<file path="src/link_cfg_pkg.sv">
// Package: register map, field layout and timing constants of the link config
package link_cfg_pkg;

    // ***************************************************
    // Register map
    // ***************************************************
    localparam logic [7:0] LINK_TIMING_OFS = 8'h84;
    localparam logic [7:0] NODE_ADDR_OFS   = 8'h85;
    localparam logic [7:0] LINK_INIT_OFS   = 8'h86;

    // ***************************************************
    // Field positions
    // ***************************************************
    localparam int WDT_MSB    = 7;
    localparam int WDT_LSB    = 4;
    localparam int BWT_MSB    = 3;
    localparam int BWT_LSB    = 1;
    localparam int ACK_BIT    = 0;
    localparam int INTSEL_BIT = 4;
    localparam int PADDR_MSB  = 3;
    localparam int PADDR_LSB  = 0;
    localparam logic [7:0] NODE_ADDR_MASK = 8'h1f;
    localparam logic [7:0] RESET_DATA     = 8'h00;
    localparam logic [3:0] WDT_OFF        = 4'h0;
    localparam logic [3:0] WDT_LAST       = 4'hb;

    // ***************************************************
    // Timing
    // ***************************************************
    localparam int CLK_MHZ = 125;
    localparam int CNT_W   = 27;
    // Timeouts in microseconds, index = code - 1
    localparam int WDT_US [11] = '{200, 500, 1000, 2000, 5000, 10000,
                                   20000, 50000, 100000, 200000, 500000};
    // Break wait in tenths of a microsecond, index = code
    localparam int BWT_TENTH_US [8] = '{10000, 1250, 2500, 5000,
                                        12500, 25000, 50000, 50000};

    typedef enum logic [1:0] {NVM_IDLE, NVM_LOAD, NVM_DONE} load_state_t;
endpackage

</file>
<file path="src/cfg_load_if.sv">
// Interface: watchdog select, frame, enable and timeout between modules
interface cfg_load_if;
    logic [3:0] wdt_sel;
    logic       frame_ok;
    logic       enable;
    logic       timeout;
    modport ctrl (output wdt_sel, output frame_ok, output enable,
                  input timeout);
    modport wdog (input wdt_sel, input frame_ok, input enable,
                  output timeout);
endinterface

</file>
<file path="src/comm_watchdog.sv">
// Communication watchdog: counts idle host time against the selected timeout
module comm_watchdog
    import link_cfg_pkg::*;
(
    input  wire logic mclk_i,
    input  wire logic sys_rst_i,
    cfg_load_if.wdog  bus
);
    typedef struct packed {
        logic [CNT_W-1:0] cnt;
        logic             timeout;
    } wd_state_t;

    wd_state_t        cur;
    wd_state_t        next_st;
    logic [CNT_W-1:0] limit;

    always_comb begin
        limit = '0;
        for (int i = 0; i < 11; i++) begin
            if (bus.wdt_sel == 4'(i + 1)) begin
                limit = CNT_W'(WDT_US[i] * CLK_MHZ); // RQ2
            end
        end
    end

    always_comb begin
        next_st = cur;
        if (bus.wdt_sel == WDT_OFF) begin
            next_st.cnt     = '0; // RQ1
            next_st.timeout = 1'b0;
        end else if (bus.wdt_sel > WDT_LAST) begin
            next_st.timeout = 1'b1; // RQ3
        end else if (bus.frame_ok) begin
            next_st.cnt = '0; // RQ9
        end else if (!cur.timeout) begin
            if (cur.cnt >= limit - CNT_W'(1)) begin
                next_st.timeout = 1'b1; // RQ9
            end else begin
                next_st.cnt = cur.cnt + CNT_W'(1);
            end
        end
    end

    always_ff @(posedge mclk_i) begin
        if (sys_rst_i) begin
            cur <= '0;
        end else if (bus.enable) begin
            cur <= next_st;
        end
    end

    assign bus.timeout = cur.timeout;
endmodule

</file>
<file path="src/strap_sync.sv">
// Two-flop synchroniser for the address strap pins
module strap_sync #(
    parameter int W = 3
) (
    input  wire logic         mclk_i,
    input  wire logic         sys_rst_i,
    input  wire logic         ce_i,
    input  wire logic [W-1:0] d_i,
    output logic      [W-1:0] q_o
);
    typedef struct packed {
        logic [W-1:0] s1;
        logic [W-1:0] s2;
    } sync_state_t;

    sync_state_t cur;
    sync_state_t next_st;

    always_comb begin
        next_st    = cur;
        next_st.s1 = d_i;
        next_st.s2 = cur.s1;
    end

    always_ff @(posedge mclk_i) begin
        if (sys_rst_i) begin
            cur <= '0;
        end else if (ce_i) begin
            cur <= next_st;
        end
    end

    assign q_o = cur.s2;
endmodule

</file>
<file path="src/serial_link_config_regs.sv">
// Link configuration registers with NVM load, address select and watchdog
// How it works
// RQ1 - Bits 7:4 of link timing pick the watchdog; zero disables it.
// RQ2 - Codes 1h..Bh select 200 us up to 500 ms timeouts in order.
// RQ3 - Codes Ch..Fh force fail-safe entry at once.
// RQ4 - Bits 3:1 pick break wait; 6h and 7h both give 5 ms.
// RQ5 - Bit 0 of link timing enables acknowledgement replies.
// RQ6 - Node address bit 4 picks strap pins (0) or programmed field (1).
// RQ7 - Programmed bits 3:0 form the binary node address directly.
// RQ8 - After reset every writable field loads from nonvolatile memory.
// RQ9 - Each valid host frame restarts the watchdog; expiry enters fail-safe.
//
// The address-and-strobe port is this design's own decision.
module serial_link_config_regs
    import link_cfg_pkg::*;
(
    input  wire logic        mclk_i,
    input  wire logic        sys_rst_i,
    input  wire logic        ce_i,
    input  wire logic [7:0]  addr_i,
    input  wire logic [7:0]  wdata_i,
    input  wire logic        wr_i,
    input  wire logic        rd_i,
    output logic      [7:0]  rdata_o,
    input  wire logic [7:0]  nvm_timing_i,
    input  wire logic [7:0]  nvm_node_i,
    input  wire logic [7:0]  nvm_init_i,
    input  wire logic        nvm_valid_i,
    output logic             nvm_req_o,
    input  wire logic        address_strap_bit2_i,
    input  wire logic        address_strap_bit1_i,
    input  wire logic        address_strap_bit0_i,
    input  wire logic        frame_ok_i,
    output logic      [3:0]  node_address_o,
    output logic             ack_reply_enable_o,
    output logic      [2:0]  break_wait_time_sel_o,
    output logic [CNT_W-1:0] break_wait_cycles_o,
    output logic             fail_safe_o,
    output logic             cfg_loaded_o
);

    // ***************************************************
    // State
    // ***************************************************
    typedef struct packed {
        load_state_t      ld;
        logic [7:0]       link_timing_config;
        logic [7:0]       node_address_config;
        logic [7:0]       link_init_config;
        logic [7:0]       rdata;
        logic             nvm_req;
        logic [3:0]       node_addr;
        logic             ack_en;
        logic [2:0]       bwt_sel;
        logic [CNT_W-1:0] bwt_cycles;
        logic             fail_safe;
        logic             loaded;
        logic [CNT_W-1:0] quiet;
    } regs_state_t;

    regs_state_t cur;
    regs_state_t next_st;

    cfg_load_if  wd_bus ();
    logic [2:0]  strap;
    logic [3:0]  sel_addr;
    logic [CNT_W-1:0] bwt_calc;

    // ***************************************************
    // Submodules
    // ***************************************************
    // Straps come from pins, so they are synchronised before use
    strap_sync #(.W(3)) u_strap (
        .mclk_i    (mclk_i),
        .sys_rst_i (sys_rst_i),
        .ce_i      (ce_i),
        .d_i       ({address_strap_bit2_i, address_strap_bit1_i,
                     address_strap_bit0_i}),
        .q_o       (strap)
    );

    comm_watchdog u_wdog (
        .mclk_i    (mclk_i),
        .sys_rst_i (sys_rst_i),
        .bus       (wd_bus.wdog)
    );

    // Watchdog is held off until the NVM image is in, so stale zeros
    // from reset never count as a configuration
    assign wd_bus.wdt_sel  = (cur.ld == NVM_DONE)
                           ? cur.link_timing_config[WDT_MSB:WDT_LSB]
                           : WDT_OFF;
    assign wd_bus.frame_ok = frame_ok_i;
    assign wd_bus.enable   = ce_i;

    // ***************************************************
    // Decode
    // ***************************************************
    always_comb begin
        sel_addr = cur.node_address_config[INTSEL_BIT]
                 ? cur.node_address_config[PADDR_MSB:PADDR_LSB] // RQ7
                 : {1'b0, strap}; // RQ6
        bwt_calc = CNT_W'((BWT_TENTH_US[cur.link_timing_config
                           [BWT_MSB:BWT_LSB]] * CLK_MHZ) / 10); // RQ4
    end

    always_comb begin
        next_st = cur;
        next_st.nvm_req = 1'b0;
        case (cur.ld)
            NVM_IDLE: begin
                next_st.nvm_req = 1'b1;
                next_st.ld      = NVM_LOAD;
            end
            NVM_LOAD: begin
                next_st.nvm_req = !nvm_valid_i;
                if (nvm_valid_i) begin
                    next_st.link_timing_config  = nvm_timing_i; // RQ8
                    next_st.node_address_config =
                        nvm_node_i & NODE_ADDR_MASK; // RQ8
                    next_st.link_init_config    = nvm_init_i; // RQ8
                    next_st.ld                  = NVM_DONE;
                end
            end
            NVM_DONE: begin
                if (wr_i) begin
                    case (addr_i)
                        LINK_TIMING_OFS: next_st.link_timing_config = wdata_i;
                        NODE_ADDR_OFS:   next_st.node_address_config =
                                             wdata_i & NODE_ADDR_MASK;
                        LINK_INIT_OFS:   next_st.link_init_config = wdata_i;
                        default: ;
                    endcase
                end
            end
            default: next_st.ld = NVM_IDLE;
        endcase
        // Reads answer in the next cycle; unmapped addresses read zero
        next_st.rdata = RESET_DATA;
        if (rd_i) begin
            case (addr_i)
                LINK_TIMING_OFS: next_st.rdata = cur.link_timing_config;
                NODE_ADDR_OFS:   next_st.rdata = cur.node_address_config;
                LINK_INIT_OFS:   next_st.rdata = cur.link_init_config;
                default:         next_st.rdata = RESET_DATA;
            endcase
        end
        next_st.node_addr  = sel_addr;
        next_st.ack_en     = cur.link_timing_config[ACK_BIT]; // RQ5
        next_st.bwt_sel    = cur.link_timing_config[BWT_MSB:BWT_LSB];
        next_st.bwt_cycles = bwt_calc;
        next_st.fail_safe  = wd_bus.timeout; // RQ9
        next_st.loaded     = (next_st.ld == NVM_DONE);
        // Run of quiet cycles under the shortest timeout; only the checks
        // read it, so a write or a frame simply starts it over
        next_st.quiet      = '0;
        if (cur.ld == NVM_DONE && !frame_ok_i && !wr_i
            && cur.link_timing_config[WDT_MSB:WDT_LSB] == 4'h1) begin
            next_st.quiet = (cur.quiet == '1) ? cur.quiet
                                              : cur.quiet + CNT_W'(1);
        end
    end

    always_ff @(posedge mclk_i) begin
        if (sys_rst_i) begin
            cur <= '0;
        end else if (ce_i) begin
            cur <= next_st;
        end
    end

    assign rdata_o               = cur.rdata;
    assign nvm_req_o             = cur.nvm_req;
    assign node_address_o        = cur.node_addr;
    assign ack_reply_enable_o    = cur.ack_en;
    assign break_wait_time_sel_o = cur.bwt_sel;
    assign break_wait_cycles_o   = cur.bwt_cycles;
    assign fail_safe_o           = cur.fail_safe;
    assign cfg_loaded_o          = cur.loaded;
endmodule

</file>
<file path="config.mk">
export PLATFORM = sky130hd
export DESIGN_NAME = serial_link_config_regs
export DESIGN_NICKNAME = d
export VERILOG_FILES = /design/src/link_cfg_pkg.sv /design/src/cfg_load_if.sv /design/src/comm_watchdog.sv /design/src/strap_sync.sv /design/src/serial_link_config_regs.sv
export SDC_FILE = /design/constraint.sdc
export NUM_CORES = 1
export LEC_CHECK = 0
export ABC_AREA = 1
export BUFFER_PORTS_ARGS = -buffer_cell sky130_fd_sc_hd__buf_2
export CORE_AREA = 2 2 187 327
export CTS_CLUSTER_SIZE = 20
export DETAILED_ROUTE_END_ITERATION = 10
export DIE_AREA = 0 0 189 329
export GPL_ROUTABILITY_DRIVEN = 0
export MAX_ROUTING_LAYER = met4
export PLACE_DENSITY_LB_ADDON = 0.08
export SYNTH_ARGS = -nofsm -noshare
export SYNTH_HDL_FRONTEND = slang
export SYNTH_SLANG_ARGS = --single-unit
</file>
<file path="constraint.sdc">
create_clock -name mclk_i -period 23.6 [get_ports mclk_i]
set_input_delay 2.36 -clock mclk_i [delete_from_list [all_inputs] [get_ports mclk_i]]
set_output_delay 2.36 -clock mclk_i [all_outputs]
set_load 0.02 [all_outputs]
</file>
* After elaboration in Yosys (flattened, before gate mapping)
Memories as Yosys holds them, arrays and structs flattened.
Cells that the tools add are included.
** Word-level totals
- Register bits :: 106
- Memory bits (read-only) :: 256
- Output and inout port bits :: 46
- Word-level logic and storage cells :: 93
- Memories :: 1
** Operators by class
- $add $sub $neg :: 2
- Multiply operators :: 1
- Div/mod/pow operators :: 1
- $lt $le $gt $ge :: 3
- Equal/unequal tests :: 26
- Muxes and demuxes :: 33
- Bitwise gates (word level) :: 1
- Reduce and logical (&&, ||, !) cells :: 9
** Memories
- (name not given) :: words 8, bits a word 32, rd ports 1, clocked after Yosys merged registers in 0, write ports 0, RTL line serial_link_config_regs.sv:103 : bwt_calc = CNT_W'((BWT_TENTH_US[cur.link_timing_config
** Operator list (number)
- $mux 27 :: 3
- $mux 32 :: 2
- $mux 28 :: 2
- $mux 26 :: 2
- $mux 24 :: 2
- $pmux 24 s2 :: 1
- $div 32x5->32 const B :: 1
- $mul 32x8->32 const B :: 1
- $mux 8 :: 4
- $add 27x1->27 const B :: 1
- $ge 27x27->1 :: 1
- $sub 26x1->27 const B :: 1
- $mux 25 :: 1
- $eq 8x8->1 const B :: 3
- $pmux 8 s3 :: 1
- $mux 23 :: 1
- $mux 22 :: 1
- $mux 21 :: 1
- $mux 20 :: 1
- $mux 18 :: 1
- $mux 17 :: 1
- $eq 4x3->1 const B :: 4
- $eq 4x4->1 const B :: 4
- $mux 16 :: 1
- other kinds (24) :: 35

* Longest topological paths before layout
Gate-level depths: netlist (run 1).
- Word-level depth :: 21
- Depth in mapped cells :: 176
- Gate-level depth less buffers :: 170

* Cells and area by module
Synthesis (run 1) repeated with hierarchy kept, for this count alone.
** Second synthesis, totals
- Cells, all modules :: 4354
- Area, all modules :: 25762.2 um2
** Modules (own cells, without submodules)
- serial_link_config_regs :: times used 1, cells each 3778, area an instance 22170.0 um2, sequential area each 1281.2 um2
- comm_watchdog :: times used 1, cells each 535, area an instance 3321.9 um2, sequential area each 560.5 um2
- strap_sync :: times used 1, cells each 41, area an instance 270.3 um2, sequential area each 120.1 um2

* Worst setup path after synthesis (run 1)
Ideal clock, no wire load.
- Path type :: reg-to-reg
- From :: register cur[91] (netlist bit)
- To :: register cur, in the netlist break_wait_cycles_o[0]
- Setup time :: 0.117 ns
- Arrival :: 18.448 ns
- Setup slack :: 5.035 ns
- Stages on the path, launching flop included :: 151
- Buffers on the path :: 10
- Cells stage by stage :: dfxtp_1 > inv_2 > ha_1 > nor2_1 > nor2_1 > inv_1 > fa_1 > fa_1 > inv_1 > fa_1 > fa_1 > ha_1 > nand2_2 > nor2_2 > nand2_2 > nor2_1 > nand3_1 > nand3_2 > [115 not listed] > nand3_2 > nor2_4 > nand2_1 > nand2_4 > inv_2 > ha_1 > nand3b_1 > a21oi_1 > nand2_1 > xor2_1 > o21ai_1 > nand2_1 > inv_1 > nand2_1 > nor2_1 > nand2_1 > nor2_1 > nor2_1
** On the way
- Cells in the longest elaborated chain, start to end :: 6
** RTL lines
- start, declared :: RTL line serial_link_config_regs.sv:61 : regs_state_t cur;
- start signal, assigned :: RTL line serial_link_config_regs.sv:168 : cur <= next_st;
- $not 3->4 (not written as such) :: RTL line serial_link_config_regs.sv:103
- $mem_v2 8x32
- $mux 32 (not written as such) (2 in series) :: RTL line serial_link_config_regs.sv:103
- $mul 32x8->32 :: RTL line serial_link_config_regs.sv:104 : [BWT_MSB:BWT_LSB]] * CLK_MHZ) / 10);
- $div 32x5->32 :: RTL line serial_link_config_regs.sv:104
Every way passes these cells. The select of a mux whose other input is x is not followed.
A chain may end at the register's enable or synchronous reset.

* Worst setup path in the final report (run 1)
- From :: register cur[90] (netlist bit)
- To :: register cur, in the netlist break_wait_cycles_o[0]
The elaborated chain is that of the path after synthesis.

==> results of run 1 <==
-- sequential cells by signal, summed over array words and instances (netlist names) --
signal,flops
ack_reply_enable_o,1
break_wait_cycles_o,22
break_wait_time_sel_o,3
cfg_loaded_o,1
cur,23
fail_safe_o,1
node_address_o,4
nvm_req_o,1
rdata_o,8
u_strap.cur,3
u_strap.q_o,3
u_wdog.bus.timeout,1
u_wdog.cur,27
-- through the flow --
step,area (µm²),util (%),hold WS [ns],TNS (ns)
2_1_floorplan,23600,-,0.443,0
3_3_place_gp,26200,43.9,0.450,0
3_5_place_dp,26200,43.9,0.455,0
4_1_cts,26500,44.4,0.467,0
5_1_grt,26700,44.7,0.482,-0.00650
6_report,26700,44.7,0.463,0
-- worst min-delay path by stage --
| stage | startpoint | end |
|---|---|---|
| after detailed placement | rdata_o[7] | rdata_o[7] |
| after global placement | rdata_o[7] | rdata_o[7] |
| final | rdata_o[4] | rdata_o[4] |
| after global routing | cur[89] | ack_reply_enable_o |
| after CTS | rdata_o[7] | rdata_o[7] |
| after floorplan | u_wdog.cur[27] | u_wdog.cur[27] |
-- worst max-delay path: cells and delay by family (launching register included) --
kind,cells,cell delay [ns]
flops,1,0.39
compound gates,5,1.14
simple gates,112,13.89
fa+ha+maj,8,2.11
buf+inv,25,3.31
xor+xnor,3,0.63
-- area by class of cell --
cell class | instances | area, µm²
Inverter | 632 | 2400
Fill cell | 6834 | 33000
Sequential cell | 98 | 1970
Clock buffer | 10 | 229
Timing Repair Buffer | 387 | 2790
Tap cell | 786 | 983
Clock inverter | 6 | 71.3
Multi-Input combinational cell | 3377 | 18300
-- cells in the mapped netlist, types with 38 or more instances --
master	count
nor2_1	523
a21oi_1	103
nand3_1	477
nand2_1	1221
nand3_2	57
ha_1	102
buf_4	51
nand2_4	49
xor2_1	61
o21ai_0	120
nand2_2	122
nor3_1	45
nor2_2	50
inv_2	56
nor2_4	38
dfxtp_1	98
nand4_1	120
inv_1	552
-- timing repair --
action                     CTS  global route
setup endpoints to repair    0             2
setup buffers                0             9
hold buffers                 0             0
gates resized for setup      0            42
-- metal layers --
layer | part of all wire (%) | vias to the layer above
met5 | 0 | -
met4 | 6.9 | 0
met3 | 2.6 | 294
met2 | 55 | 579
met1 | 36 | 12292
li1 | - | 14073
-- cell families (layout without fill, tap and decap cells) --
kind of cell / after synthesis / count (layout) / synth area share (%)
AND/OR/NAND/NOR: 2794 / 2794 / 57.0
buffers and inverters: 761 / 1035 / 14.9
AO/OA/AOI/OAI: 374 / 374 / 9.40
adder cells (fa/ha/maj): 125 / 125 / 7.36
flip-flops: 98 / 98 / 8.31
XOR/XNOR: 79 / 79 / 2.93
other: 1 / 5 / 0.0159
==> results.py, run 1 <==
metrics = {
    "detailed_routing": {
        "avgRoutedWirePerCell_um": 17.0,
        "dr.pass1.iters": 6,
        "route.detailed.drc": 0,
        "vias": 27238,
        "ant_nets": 0,
        "drt_iter0_drc": 1307,
        "totalWireLength_um": 90100,
        "avgViaCountPerCell": 5.14,
    },
    "timing": {
        "finalCritPeriodShare_pct": 91.8,
        "period_minus_slack_ns": 21.67,
        "skew_ns": 0.0100,
        "worst-slew-pin-transition_ns": 1.20,
        "slew_headroom_pct": 18.6,
        "layout_setup_ws_ns": 1.93,
        "setup_viol_count_final": 0,
        "max_freq_ghz": 0.0461,
        "hold_viol": 0,
        "final-max-slew-violation-count": 0,
    },
    "synthesis": {
        "yosys.area.top_type_share_pct": 19.4,
        "yosys_warnings": 0,
        "synth_cell_types": 71,
        "synth-edff-count": 0,
        "syn_area_um2": 23600,
        "synth_top_area_cell": "nand2_1",
        "synth-seq-cells": 98,
        "ys_seq_area_share_pct": 8.31,
        "ys.flop_type": "dfxtp_1",
        "postSynthCellCount": 4232,
        "async_flop_share_pct": 0,
        "synth.area.top_cells": "nand2_1 19%, nand3_1 10%, inv_1 8.8%, nor2_1 8.3%, dfxtp_1 8.3%",
        "postSynthAreaPerCell_um2": 5.58,
    },
    "worst_setup_path": {
        "worstSetupPathType": "reg -> reg",
        "cp-start-kind": "flop",
        "crit_arrival_ns": 21.95,
        "cp-end-kind": "flop",
        "worst-r2r-cell-count": 153,
        "critical_path.most_common_cell": "nand2_1",
        "ff2ff_setup_slack_ns": 1.93,
        "cp.required_ns": 23.87,
        "rr_endpoint": "break_wait_cycles_o[0]",
        "critPathMaxStageDelay_ns": 0.45,
        "cp-endpoint": "break_wait_cycles_o[0]",
        "crit_start": "cur[90]",
        "crit_fanout": 19,
        "rr_startpoint": "cur[90]",
        "crit_slowest_cell": "fa_1",
    },
    "floorplanning": {
        "fp.dieArea_um2": 62200,
        "boundaryPins": 96,
        "core_um2": 59700,
        "die_h_um": 329,
        "fp-row-count": 119,
        "start_util_pct": 39.5,
        "chipWidth_um": 189,
    },
    "clocking": {
        "htree_levels": 3,
        "clk_path_buf_depth": 2,
        "path_clk_slew_ns": 0.08,
        "clkSinkCount": 98,
        "cts_tree": "built",
        "root_buffer": "clkbuf_16",
        "cts_inserted_buffers": 9,
        "clock_latency_ns": 0.38,
    },
    "place": {
        "io_buffers": 87,
        "dp_hpwl_um": 76200,
        "dp_slack_ns": 0.880,
        "place_inst": 5271,
    },
    "min_path": {
        "worstHoldPathType": "reg -> reg",
        "hold_depth": 2,
    },
    "global_route": {
        "grt_max_degree": 71,
        "grt_busiest_layer": "met2",
        "grtUsageTotal_pct": 29.5,
        "grt_overflow_total": 0,
        "grt.met1_usage_pct": 27.4,
        "gr-usage-met3_pct": 2.54,
        "antenna_found_initial": 0,
        "grt_pass1_vias": 26955,
        "grt_pass1_wl_um": 140000,
        "use_met2_pct": 57.6,
    },
    "finish": {
        "syn2layout_area_growth_pct": 13.1,
        "insertedDiodeCount": 0,
        "layout_commonest_cell": "nand2_1",
        "layout.cells.non_filler": 5296,
        "nNetsFinal": 4680,
        "drive_above_1_share_pct": 19.5,
        "mostFrequentLayoutCells": "1214 x nand2_1, 550 x inv_1, 510 x nor2_1, 476 x nand3_1, 292 x buf_4",
    },
    "status": {
        "status": "finished clean",
    },
    "flow_run": {
        "drv_cap": 0,
    },
}
Power of run 1 is not shown: default switching activity piles up to over one toggle a cycle in this logic, so the estimate is an artifact.
==> inputs of run 2 (changes only) <==
Clock period 23.6 ns to 25.7 ns, I/O delays scaled along.
==> run 2 against run 1 <==
Compared with the run above: wire length up 0.33%; count of clock-buffer cells in the layout unchanged; flip-flop and latch count stayed put; sequential share of layout area barely moved; via count rose by 0.59%; die area unchanged; global-route usage about the same; non-clock buffer count grew 7; worst hold slack gained 0.0073 ns; critical path depth is 5 lower.
==> results.py, run 2 (synthesized netlist as in run 1, its figures left out) <==
metrics = {
    "worst_setup_path": {
        "worstSetupPathType": "reg -> reg",
        "path_buf_inv": 18,
        "worst-r2r-cell-count": 148,
        "rr_startpoint": "cur[91]",
        "cp-endpoint": "break_wait_cycles_o[0]",
        "critPathMaxStageDelay_ns": 0.53,
        "crit_slowest_cell": "fa_1",
        "critical_path.most_common_cell": "nand2_1",
        "rr_endpoint": "break_wait_cycles_o[0]",
        "cp-start-kind": "flop",
        "crit_start": "cur[91]",
        "ff2ff_setup_slack_ns": 2.21,
        "cp_top_family": "simple AND/OR/NAND/NOR gates",
        "crit_fanout": 28,
        "crit_arrival_ns": 23.78,
        "cp.required_ns": 25.99,
        "cp-end-kind": "flop",
        "crit_cells": 148,
    },
    "detailed_routing": {
        "drt_iter0_drc": 1394,
        "ant_nets": 0,
        "vias": 27399,
        "avgRoutedWirePerCell_um": 17.0,
        "totalWireLength_um": 90400,
        "avgViaCountPerCell": 5.17,
        "dr.pass1.iters": 5,
        "route.detailed.drc": 0,
    },
    "timing": {
        "fin_worst_hold_slack_ns": 0.470,
        "grt_setup_unrepaired": "false",
        "period_minus_slack_ns": 23.49,
        "worst-slew-pin-transition_ns": 1.04,
        "tns_ns": 0,
        "setup_viol_count_final": 0,
        "slew_headroom_pct": 30.8,
        "max_freq_ghz": 0.0426,
        "final-max-slew-violation-count": 0,
        "skew_ns": 0.00960,
        "finalCritPeriodShare_pct": 91.4,
        "hold_viol": 0,
    },
    "finish": {
        "nNetsFinal": 4688,
        "layout.cells.non_filler": 5304,
        "drive_above_1_share_pct": 19.1,
        "final_util_pct": 44.6,
        "top_register": "u_wdog.cur",
        "insertedDiodeCount": 0,
        "layout_commonest_cell": "nand2_1",
        "mostFrequentLayoutCells": "1220 x nand2_1, 551 x inv_1, 521 x nor2_1, 477 x nand3_1, 302 x buf_4",
        "syn2layout_area_growth_pct": 12.8,
        "largest_reg_flops": 27,
    },
    "min_path": {
        "worstHoldPathType": "reg -> reg",
    },
    "clocking": {
        "clk_path_buf_depth": 2,
        "cts_tree": "built",
        "root_buffer": "clkbuf_16",
        "clkSinkCount": 98,
        "cts_inserted_buffers": 9,
        "path_clk_slew_ns": 0.08,
        "clock_latency_ns": 0.39,
        "post-cts-setup-buffers": 0,
        "cts_hold_buf": 0,
        "cts_resized": 0,
        "htree_levels": 3,
    },
    "status": {
        "status": "finished clean",
    },
    "floorplanning": {
        "chipWidth_um": 189,
        "boundaryPins": 96,
        "fp.dieArea_um2": 62200,
        "start_util_pct": 39.5,
        "die_h_um": 329,
        "fp-row-count": 119,
        "core_um2": 59700,
    },
    "global_route": {
        "antenna_found_initial": 0,
        "grtUsageTotal_pct": 29.5,
        "grt_pass1_wl_um": 140000,
        "grt_overflow_total": 0,
        "grt_pass1_vias": 26824,
        "grt_max_degree": 64,
    },
    "flow_run": {
        "drv_cap": 0,
    },
    "place": {
        "dp_hpwl_um": 76100,
        "place_inst": 5287,
        "io_buffers": 87,
    },
}
run 2: through the flow:
| step | setup slack (ns) | instance area (µm²) |
|---|---|---|
| CTS | 1.75 | 26600 |
| finish | 2.21 | 26600 |
| global route | 0.138 | 26600 |
| global placement | 1.86 | 26300 |
| floorplan | 7.14 | 23600 |
| detailed placement | 1.86 | 26300 |
run 2: routing by layer:
metal	GRT usage, %	routed length (µm)	up-vias	part of all wire, %
met4	17.1	6010	0	6.6
met5	-	0	-	0
met1	27.8	32600	12473	36
met2	57.6	49600	543	55
met3	2.50	2190	273	2.4
li1	-	-	14110	-
run 2: cell type report:
type | count | area (µm²)
Inverter | 632 | 2400
Sequential cell | 98 | 1960
Clock buffer | 10 | 239
Tap cell | 786 | 983
Fill cell | 6876 | 33100
Multi-Input combinational cell | 3378 | 18200
Clock inverter | 6 | 95.1
Timing Repair Buffer | 394 | 2800
run 2: tightest hold or removal path, cell delays in order, from the launching register on:
cell and delay [ns]:
dfxtp_1 0.31, nand2_1 0.06, a21oi_1 0.06
run 2: worst min-delay path by stage:
| stage | cells past startpoint | start | slack, ns | end |
|---|---|---|---|---|
| after detailed placement | 2 | rdata_o[7] | 0.46 | rdata_o[7] |
| after global routing | 2 | rdata_o[6] | 0.48 | rdata_o[6] |
| after CTS | 2 | rdata_o[7] | 0.47 | rdata_o[7] |
| after global placement | 2 | rdata_o[5] | 0.45 | rdata_o[5] |
| after floorplan | 2 | u_wdog.cur[27] | 0.44 | u_wdog.cur[27] |
| final | 2 | rdata_o[4] | 0.47 | rdata_o[4] |
Power of run 2 is left out for the same reason.
